$ cat src/verilog/disp_regs.svh
// constants shared by both ends of the four-character display link
`ifndef DISP_REGS_SVH
`define DISP_REGS_SVH

// ----------------------------------------------------------------------
// clock
// ----------------------------------------------------------------------
`define CLK_MHZ 250

// ----------------------------------------------------------------------
// host-side register offsets (byte addresses on apb)
// ----------------------------------------------------------------------
`define OFS_CTRL 12'h000
`define OFS_CMD 12'h004
`define OFS_STAT 12'h008

// ----------------------------------------------------------------------
// control register fields and reset value
// ----------------------------------------------------------------------
`define CTRL_OVERLAY_BIT 0
`define CTRL_WIPE_N_BIT 1
`define CTRL_DARKEN_N_BIT 2
`define CTRL_RESET 32'h0000_0006

// ----------------------------------------------------------------------
// command register fields
// ----------------------------------------------------------------------
`define CMD_CODE_LSB 0
`define CMD_CODE_MSB 6
`define CMD_DIGIT_LSB 7
`define CMD_DIGIT_MSB 8
`define CMD_TARGET_BIT 9

// status register fields
`define STAT_BUSY_BIT 0

// ----------------------------------------------------------------------
// write cycle timing, in ns, and cycles derived from it (rounded up)
// ----------------------------------------------------------------------
`define T_SETUP_NS 150
`define T_WRITE_NS 130
`define T_HOLD_NS 50
`define T_SETUP_CYC ((`T_SETUP_NS * `CLK_MHZ + 999) / 1000)
`define T_WRITE_CYC ((`T_WRITE_NS * `CLK_MHZ + 999) / 1000)
`define T_HOLD_CYC ((`T_HOLD_NS * `CLK_MHZ + 999) / 1000)

// ----------------------------------------------------------------------
// clear time and scan timing
// ----------------------------------------------------------------------
`define T_CLEAR_US 4000
`define T_CLEAR_CYC (`T_CLEAR_US * `CLK_MHZ)
`define SCAN_POSITIONS 4
`define T_SCAN_STEP_CYC (`T_CLEAR_CYC / `SCAN_POSITIONS)

`endif

$ cat src/verilog/disp_pkg.sv
// types shared by both ends of the four-character display link
package disp_pkg;
    typedef logic [6:0] char_t;
    typedef logic [1:0] digit_t;
    typedef enum logic [1:0] {
        HOST_IDLE,
        HOST_SETUP,
        HOST_STROBE,
        HOST_HOLD
    } host_state_t;
endpackage

$ cat src/verilog/disp_link_if.sv
// parallel write link between host logic and the display end
`timescale 1ns/1ns
`default_nettype none
interface disp_link_if;
    logic gate_one_n;
    logic gate_two_n;
    logic write_strobe_n;
    logic target_pick_n;
    logic digit_select_hi;
    logic digit_select_lo;
    logic [6:0] char_code;
    logic overlay_show;
    logic memory_wipe_n;
    logic darken_n;

    modport host (
        output gate_one_n, gate_two_n, write_strobe_n, target_pick_n,
        output digit_select_hi, digit_select_lo, char_code,
        output overlay_show, memory_wipe_n, darken_n
    );
    modport display (
        input gate_one_n, gate_two_n, write_strobe_n, target_pick_n,
        input digit_select_hi, digit_select_lo, char_code,
        input overlay_show, memory_wipe_n, darken_n
    );
endinterface
`default_nettype wire

$ cat src/verilog/display_end.sv
// display end: character and cursor memories, clear, blank and scan
//
// The implementer's own choices: the address map and the APB interface to the registers.
`timescale 1ns/1ns
`default_nettype none
`include "disp_regs.svh"
module display_end #(
    parameter int CLEAR_CYCLES = `T_CLEAR_CYC,
    parameter int SCAN_STEP_CYCLES = `T_SCAN_STEP_CYC
) (
    // clock and reset
    input wire logic ref_clk,
    input wire logic resetn,
    // link from the host
    disp_link_if.display link,
    // digit and segment drive
    output logic [3:0] char_position,
    output disp_pkg::char_t shown_code,
    output logic shown_valid,
    output logic [15:0] cursor_segments,
    output logic decimal_point
);
    import disp_pkg::*;

    // ------------------------------------------------------------------
    // write decode
    // ------------------------------------------------------------------
    logic write_on;
    logic char_write;
    logic cursor_write;
    digit_t wr_index;
    char_t wr_code;

    // both gates low and strobe low; otherwise no character or cursor write happens
    assign write_on = !link.gate_one_n && !link.gate_two_n
        && !link.write_strobe_n;
    assign char_write = write_on && link.target_pick_n;
    assign cursor_write = write_on && !link.target_pick_n;
    // index zero is the rightmost position
    assign wr_index = {link.digit_select_hi, link.digit_select_lo};
    // codes with bit 6 equal to bit 5 have no glyph; store a blank
    assign wr_code = (link.char_code[6] == link.char_code[5]) ?
        7'h00 : link.char_code;

    // ------------------------------------------------------------------
    // clear timer
    // ------------------------------------------------------------------
    // the timer restarts on every character write, so the last write
    // before the wipe is only lost once a full clear time has passed
    logic [31:0] wipe_cnt_reg;
    logic [31:0] wipe_cnt_next;
    logic wipe_active;

    always_comb begin
        wipe_cnt_next = wipe_cnt_reg;
        if (link.memory_wipe_n || !link.darken_n) begin
            wipe_cnt_next = 32'h0000_0000;
        end else if (char_write) begin
            wipe_cnt_next = 32'h0000_0000;
        end else if (wipe_cnt_reg < 32'(CLEAR_CYCLES)) begin
            wipe_cnt_next = wipe_cnt_reg + 32'h0000_0001;
        end
    end

    always_ff @(posedge ref_clk or negedge resetn) begin
        if (!resetn) begin
            wipe_cnt_reg <= 32'h0000_0000;
        end else begin
            wipe_cnt_reg <= wipe_cnt_next;
        end
    end

    // no gate term here: the wipe runs whatever the gates do
    assign wipe_active = (wipe_cnt_reg >= 32'(CLEAR_CYCLES))
        && !link.memory_wipe_n && link.darken_n;

    // ------------------------------------------------------------------
    // character and cursor memories
    // ------------------------------------------------------------------
    char_t char_mem_reg [4];
    char_t char_mem_next [4];
    logic [3:0] cursor_reg;
    logic [3:0] cursor_next;

    always_comb begin
        for (int i = 0; i < 4; i++) begin
            char_mem_next[i] = char_mem_reg[i];
        end
        cursor_next = cursor_reg;
        if (wipe_active) begin
            for (int i = 0; i < 4; i++) begin
                char_mem_next[i] = 7'h00;
            end
        end else if (char_write) begin
            // all seven code bits land in the addressed word
            char_mem_next[wr_index] = wr_code;
        end
        // cursor flags stay apart from the wipe and the darken input
        if (cursor_write) begin
            cursor_next[wr_index] = link.char_code[0];
        end
    end

    always_ff @(posedge ref_clk or negedge resetn) begin
        if (!resetn) begin
            for (int i = 0; i < 4; i++) begin
                char_mem_reg[i] <= 7'h00;
            end
            cursor_reg <= 4'h0;
        end else begin
            // writes complete whatever the darken input shows
            for (int i = 0; i < 4; i++) begin
                char_mem_reg[i] <= char_mem_next[i];
            end
            cursor_reg <= cursor_next;
        end
    end

    // ------------------------------------------------------------------
    // scan divider and modulo-four counter
    // ------------------------------------------------------------------
    logic [31:0] step_cnt_reg;
    logic [31:0] step_cnt_next;
    logic step_tick;
    digit_t scan_reg;
    digit_t scan_next;

    assign step_tick = (step_cnt_reg >= 32'(SCAN_STEP_CYCLES - 1));

    always_comb begin
        step_cnt_next = step_cnt_reg + 32'h0000_0001;
        scan_next = scan_reg;
        if (!link.darken_n) begin
            step_cnt_next = 32'h0000_0000;
            scan_next = 2'h0;
        end else if (step_tick) begin
            step_cnt_next = 32'h0000_0000;
            scan_next = scan_reg + 2'h1;
        end
    end

    always_ff @(posedge ref_clk or negedge resetn) begin
        if (!resetn) begin
            step_cnt_reg <= 32'h0000_0000;
            scan_reg <= 2'h0;
        end else begin
            step_cnt_reg <= step_cnt_next;
            scan_reg <= scan_next;
        end
    end

    // ------------------------------------------------------------------
    // display drive
    // ------------------------------------------------------------------
    // the font itself lives outside; this end hands out the scanned
    // code, or the all-on cursor glyph, one position at a time
    logic [3:0] pos_next;
    char_t code_next;
    logic valid_next;
    logic [15:0] cseg_next;
    logic dp_next;
    logic show_cursor;

    // overlay only picks what is shown, never the stored flags
    assign show_cursor = link.overlay_show && cursor_reg[scan_reg];

    always_comb begin
        pos_next = 4'h0;
        code_next = 7'h00;
        valid_next = 1'b0;
        cseg_next = 16'h0000;
        dp_next = 1'b0;
        if (link.darken_n) begin
            pos_next = 4'h1 << scan_reg;
            if (show_cursor) begin
                cseg_next = 16'hffff;
                dp_next = 1'b1;
            end else begin
                code_next = char_mem_reg[scan_reg];
                valid_next = char_mem_reg[scan_reg][6]
                    != char_mem_reg[scan_reg][5];
            end
        end
    end

    always_ff @(posedge ref_clk or negedge resetn) begin
        if (!resetn) begin
            char_position <= 4'h0;
            shown_code <= 7'h00;
            shown_valid <= 1'b0;
            cursor_segments <= 16'h0000;
            decimal_point <= 1'b0;
        end else begin
            char_position <= pos_next;
            shown_code <= code_next;
            shown_valid <= valid_next;
            cursor_segments <= cseg_next;
            decimal_point <= dp_next;
        end
    end
endmodule // display_end
`default_nettype wire

$ cat src/flat_wrapper.sv
// flat-port wrapper written by rule: the top's interface ports become plain ports
module display_end_flat import disp_pkg::*;
#(
    parameter int CLEAR_CYCLES = `T_CLEAR_CYC,
    parameter int SCAN_STEP_CYCLES = `T_SCAN_STEP_CYC
)
  (ref_clk, resetn, char_position, shown_code, shown_valid, cursor_segments, decimal_point, link_gate_one_n, link_gate_two_n, link_write_strobe_n, link_target_pick_n, link_digit_select_hi, link_digit_select_lo, link_char_code, link_overlay_show, link_memory_wipe_n, link_darken_n);
  disp_link_if link_i ();
  input wire logic ref_clk;
  input wire logic resetn;
  output logic [3:0] char_position;
  output disp_pkg::char_t shown_code;
  output logic shown_valid;
  output logic [15:0] cursor_segments;
  output logic decimal_point;
  input wire logic [$bits(link_i.gate_one_n)-1:0] link_gate_one_n;
  input wire logic [$bits(link_i.gate_two_n)-1:0] link_gate_two_n;
  input wire logic [$bits(link_i.write_strobe_n)-1:0] link_write_strobe_n;
  input wire logic [$bits(link_i.target_pick_n)-1:0] link_target_pick_n;
  input wire logic [$bits(link_i.digit_select_hi)-1:0] link_digit_select_hi;
  input wire logic [$bits(link_i.digit_select_lo)-1:0] link_digit_select_lo;
  input wire logic [$bits(link_i.char_code)-1:0] link_char_code;
  input wire logic [$bits(link_i.overlay_show)-1:0] link_overlay_show;
  input wire logic [$bits(link_i.memory_wipe_n)-1:0] link_memory_wipe_n;
  input wire logic [$bits(link_i.darken_n)-1:0] link_darken_n;
  assign link_i.gate_one_n = link_gate_one_n;
  assign link_i.gate_two_n = link_gate_two_n;
  assign link_i.write_strobe_n = link_write_strobe_n;
  assign link_i.target_pick_n = link_target_pick_n;
  assign link_i.digit_select_hi = link_digit_select_hi;
  assign link_i.digit_select_lo = link_digit_select_lo;
  assign link_i.char_code = link_char_code;
  assign link_i.overlay_show = link_overlay_show;
  assign link_i.memory_wipe_n = link_memory_wipe_n;
  assign link_i.darken_n = link_darken_n;
  display_end #(.CLEAR_CYCLES(CLEAR_CYCLES), .SCAN_STEP_CYCLES(SCAN_STEP_CYCLES)) u_core (.ref_clk(ref_clk), .resetn(resetn), .link(link_i), .char_position(char_position), .shown_code(shown_code), .shown_valid(shown_valid), .cursor_segments(cursor_segments), .decimal_point(decimal_point));
endmodule
$ cat config.mk
export PLATFORM = sky130hd
export DESIGN_NAME = display_end_flat
export DESIGN_NICKNAME = d
export VERILOG_FILES = /design/src/verilog/disp_pkg.sv /design/src/verilog/disp_link_if.sv /design/src/verilog/display_end.sv /design/src/flat_wrapper.sv
export VERILOG_INCLUDE_DIRS = /design/src /design/src/verilog
export SDC_FILE = /design/constraint.sdc
export NUM_CORES = 1
export LEC_CHECK = 0
export BUFFER_PORTS_ARGS = -buffer_cell sky130_fd_sc_hd__buf_2
export CAP_MARGIN = 20
export CORE_MARGIN = 3
export CORE_UTILIZATION = 40
export DETAILED_ROUTE_END_ITERATION = 6
export GPL_TIMING_DRIVEN = 0
export PLACE_DENSITY = 0.54
export SETUP_SLACK_MARGIN = 0.3
export SYNTH_ARGS = -nofsm -noshare
export SYNTH_HDL_FRONTEND = slang
export SYNTH_SLANG_ARGS = --single-unit
$ cat constraint.sdc
create_clock -name ref_clk -period 5.8 [get_ports ref_clk]
set_clock_uncertainty 0.2 [all_clocks]
set_input_delay 0.29 -clock ref_clk [delete_from_list [all_inputs] [get_ports ref_clk]]
set_output_delay 0.29 -clock ref_clk [all_outputs]
set_load 0.02 [all_outputs]
# After elaboration in Yosys (flattened, before gate mapping)
# Index checks and enable logic that the tools add are counted.
word_totals:
  out_inout_bits: 29
  register_bits: 127
  wordCells: 79
  input_bits: 18
op_classes:
  shifts: 1
  n_lt_le_gt_ge: 9
  reduce_logical: 18
  n_mux: 30
  eq_ne: 3
  n_addsub: 3
  bitwise: 2
ops:
  columns: ["cell", "n"]
  rows:
  - ["32-bit 2-to-1 mux", 5]
  - ["32-bit by 1-bit adder with 32-bit output, second input constant", 2]
  - ["28-bit 2-to-1 mux", 2]
  - ["7-bit 2-to-1 mux", 6]
  - ["32-bit by 18-bit greater-or-equal comparator with 1-bit output, second input constant", 1]
  - ["32-bit by 20-bit greater-or-equal comparator with 1-bit output, second input constant", 1]
  - ["32-bit by 20-bit < comparator with 1-bit output, second input constant", 1]
  - ["16-bit 2-to-1 mux", 2]
  - ["28-bit bitwise mux", 1]
  - ["7-bit binary-select mux with 2-bit select", 1]
  - ["7-bit demux with 2-bit select", 1]
  - ["1-bit logical AND", 9]
  - ["3-bit greater-or-equal comparator, second input constant", 2]
  - ["1-bit logical NOT", 6]
  - ["2-bit by 3-bit < comparator with 1-bit output, second input constant", 2]
  - ["1-bit 2-to-1 mux", 6]
  - ["2-bit NOT with 3-bit output", 2]
  - ["4-bit bitwise mux", 1]
  - ["2-bit 2-to-1 mux", 2]
  - ["4-bit 2-to-1 mux", 1]
  - ["1-bit by 2-bit left shift with 4-bit output, first input constant", 1]
  - ["3-bit by 1-bit < comparator with 1-bit output, second input constant", 1]
  - ["3-bit nonzero test", 1]
  - ["2-bit by 1-bit adder with 2-bit output, second input constant", 1]
  - ["other kinds (8)", 8]

# Logic depth before layout (Yosys ltp)
logic_depth:
  word_depth: 8
  ltp_mapped: 7
  mapped_depth_nobuf: 6

# Worst setup path after synthesis
# No wires, ideal clock.
synth_timing:
  kind: "register to register"
  start: "reg u_core.wipe_cnt_reg[13]"
  end: "reg u_core.wipe_cnt_reg[4]"
  n_path_buf: 1
  slack_ps: 3496
  period_less_slack_ps: 2304
  stages_incl_launch_ff: 7
  required_time_ps: 5534
  arrival_time_ps: 2038
  setup_time_ps: 66
  path_cell_list: "dfrtp_1 or3_4 o41a_4 a21o_4 buf_6 or4_1 nand2_1"
synth_via:
  elab_chain_cells: 2
synth_rtl:
  columns: ["item", "line", "text"]
  rows:
  - ["from (decl)", "display_end.sv:50", "logic [31:0] wipe_cnt_reg;"]
  - ["from (signal assigned)", "display_end.sv:69", "wipe_cnt_reg <= wipe_cnt_next;"]
  - ["32-bit by 20-bit < comparator with 1-bit output", "display_end.sv:60", "end else if (wipe_cnt_reg < 32'(CLEAR_CYCLES)) begin"]
  - ["3-bit nonzero test (no source line)", null, null]
# No other way between the ends.
# A chain may end at the register's enable or synchronous reset.

# Final worst setup path
layout_timing:
  start: "reg u_core.wipe_cnt_reg[13]"
  end: "reg u_core.char_mem_reg[18] in the netlist's numbering"
layout_via:
  elab_chain_cells: 4
  word_cells_on_any_way: 5
  cone_classes: "order compare (1); mux (1); reduce/logical (3)"
layout_rtl:
  columns: ["item", "line", "text"]
  rows:
  - ["32-bit by 20-bit greater-or-equal comparator with 1-bit output *", "display_end.sv:74", "assign wipe_active = (wipe_cnt_reg >= 32'(CLEAR_CYCLES))"]
  - ["1-bit logical AND * (2 in a row)", "display_end.sv:75", "&& !link.memory_wipe_n && link.darken_n;"]
  - ["28-bit 2-to-1 mux / 2-bit nonzero test (equally long branches)", null, null]
  - ["to (signal, indexed assignment)", "display_end.sv:113", "char_mem_reg[i] <= char_mem_next[i];"]
  - ["to (decl)", "display_end.sv:80", "char_t char_mem_reg [4];"]
# Mark *: on every way between the ends. The rest lies on a longest branch, timed or not.

==> flow_summary.yaml <==
detailed_routing:
  postRouteWirelength_um: 9931
  wl_met3_um: 411
  dr.pass1.iters: 4
  dr_wl_met2_um: 4515
  vias: 3434
  drtAntennaViolNets: 0
  drc: 0
  drt-met1-wl_um: 4847
  dr.max_layer_used: "met4"
  drt-initial-drc-count: 165
  vias_per_cell: 4.906
  avgRoutedWirePerCell_um: 14.19
worst_setup_path:
  crit_path_start: "u_core.wipe_cnt_reg[13]"
  end_kind: "register"
  max_stage_delay_ns: 0.47
  rr_worst_depth: 6
  r2r_start: "u_core.wipe_cnt_reg[13]"
  crit_chain: "or3_4 > o41a_4 > a21oi_2 > nor2_1 > buf_2 > nor2_1"
  crit_fanout: 10
  cp-start-kind: "register"
  path_depth: 6
  cp.required_ns: 5.88
  worstPathArrival_ns: 2.59
  crit_end: "u_core.char_mem_reg[18]"
  cp_slowest_cell: "o41a_4"
  ff2ff_setup_slack_ns: 3.28
  r2r_end: "u_core.char_mem_reg[18]"
  crit_top_cell: "nor2_1"
  cp_num_buf_inv: 1
  critPathKind: "register to register"
  crit_family: "compound AO/OA/AOI/OAI gates"
synthesis:
  ys_types: 52
  yosys-top-cells-area: "dfrtp_1, mux2i_1, nor2_1"
  ys_seq_area_frac: 0.5464
  synth_cells: 455
  syn_area_mm2: 0.005084
  synth_top_area_share: 0.5464
  yosysWarnings: 0
  yosys_most_used_dff: "dfrtp_1"
  synth-edff-count: 0
  synth_area_leader_cell: "dfrtp_1"
  async_flop_share: 1.000
  syn_avg_cell_area_um2: 11.17
  ys_seq_elements: 111
floorplan:
  dieArea_mm2: 0.01410
  core_mm2: 0.01221
  ios: 47
  dieHeight_um: 118.7
  num_rows: 40
  start_util: 0.4163
  die_w_um: 118.7
cts:
  h-tree-depth: 3
  cts-root-buf: "clkbuf_16"
  clockBufferDepth: 2
  numCtsBuffers: 9
  cts.sinks: 111
  clk_latency_ns: 0.34
  cts_tree: "yes"
  postCtsSetupRepairBufs: 0
  path_clk_slew_ns: 0.07
placed_design:
  dp_hpwl_um: 7043
  placed_area_mm2: 0.005603
  gp_congestion: 0.7698
  dp_cells: 683
  portBuffers: 46
cells_and_area:
  finalNetCount: 554
  fin_area_mm2: 0.005922
  area_growth_pct: 16.49
  instances_no_fill: 700
  final_common_cell: "dfrtp_1"
  fillCellCount: 1171
  diodes: 0
  layout-drive-gt1-share: 0.1936
  layout_common_cells: "dfrtp_1, nor2_1, buf_2"
power_and_ir_drop:
  power.internal_mw: 1.255
  pwr_density_cell_mw_per_mm2: 278.1
  p_comb_frac: 0.103
  p_clk_frac: 0.385
  sequentialPowerShare: 0.512
  leakage_nw: 2.923
  switching_power_mw: 0.3915
  ir_worst_vdd_uv: 126.3
  swShare: 0.2377
global_routing:
  grt_max_degree: 60
  globalRouteOverflowTotal: 0
  grt_pass1_vias: 3300
  grt_pass1_wl_um: 16750
  grt.total_usage: 0.1493
  antenna_found_initial: 0
timing:
  worst_slew_pin_slew_ns: 0.8192
  finalSetupViolCount: 0
  finalMaxSlewViolations: 0
  clock.fmax_mhz: 397.1
  setup_tns_ns: 0
  rsz0062_at_grt: "false"
  min_period_ns: 2.518
  maxSlewHeadroom: 0.4488
  finalHoldViolCount: 0
  fin_crit_sh: 0.4342
hold_path:
  hold_path.class: "input pin to register"
status:
  status: "finished clean"
run:
  cap_violations: 0
==> cells in the mapped netlist (10+ instances only) <==
cell	number
nor2_1	62
xor2_1	13
nand3_1	17
a21oi_1	13
nand2_1	31
clkbuf_1	11
and3_1	19
and2_1	16
buf_4	16
mux2i_1	30
xnor2_1	10
dfrtp_1	111
==> power groups by stage <==
stage | clock [mW] | sequential [mW] | combinational (mW)
CTS | 0.654 | 0.844 | 0.174
finish | 0.633 | 0.844 | 0.170
detailed placement | 0 | 0.860 | 0.173
global placement | 0 | 0.858 | 0.167
floorplan | 0 | 0.861 | 0.102
global route | 0.689 | 0.850 | 0.191
==> timing repair <==
item | CTS | global route
hold buffers | 1 | 0
gates resized for setup | 0 | 0
hold endpoints to repair | 52 | 0
==> routing by layer <==
layer / track usage / up-vias
met5: 0 / -
met4: 0.05214 / 0
met3: 0.02919 / 12
met2: 0.2259 / 65
met1: 0.2148 / 1671
li1: - / 1686
==> layout make-up <==
class | instances | area, µm² | share of cell area
flip-flops and latches | 111 | 2778 | 0.4690
clock buffers | 12 | 256.5 | 0.04331
repair buffers | 48 | 270.3 | 0.04564
plain buffers | 31 | 186.4 | 0.03148
inverters | 9 | 33.78 | 0.005705
clock inverters | 4 | 52.55 | 0.008874
well taps | 168 | 210.2 | 0.03550
multi-input cells | 317 | 2135 | 0.3604
==> logic make-up after synthesis <==
family,after synthesis,synth area share
and+or+nand+nor,196,0.1979
DFF,111,0.5464
muxes,42,0.1034
buffers and inverters,40,0.04332
AOI/OAI and AO/OA,33,0.04652
xor gates and xnor gates,23,0.03963
adders and majority gates,9,0.02215
other,1,0.0007377
==> worst min path at each step <==
stage	from	end	slack, ns	cells past startpoint
5_1_grt	link_char_code[0]	u_core.cursor_reg[2]	0.05	2
4_1_cts	link_char_code[0]	u_core.cursor_reg[2]	0.04	2
2_1_floorplan	resetn	u_core.char_mem_reg[0]	-0.21	0
3_3_place_gp	u_core.wipe_cnt_reg[29]	u_core.wipe_cnt_reg[29]	0.27	1
3_5_place_dp	resetn	u_core.wipe_cnt_reg[31]	0.19	1
6_report	link_char_code[0]	u_core.cursor_reg[2]	0.05	2
==> stage by stage <==
step	setup slack, ns	util	hold slack, ns	power (mW)
finish	3.282	0.4849	0.05062	1.647
global route	3.147	0.4849	0.04759	1.730
global placement	2.933	0.4564	0.2705	1.025
detailed placement	3.181	0.4588	0.1864	1.033
CTS	3.273	0.4849	0.03972	1.672
floorplan	3.496	-	-0.2056	0.9631
Note: power is estimated with default switching activity, not from simulation.
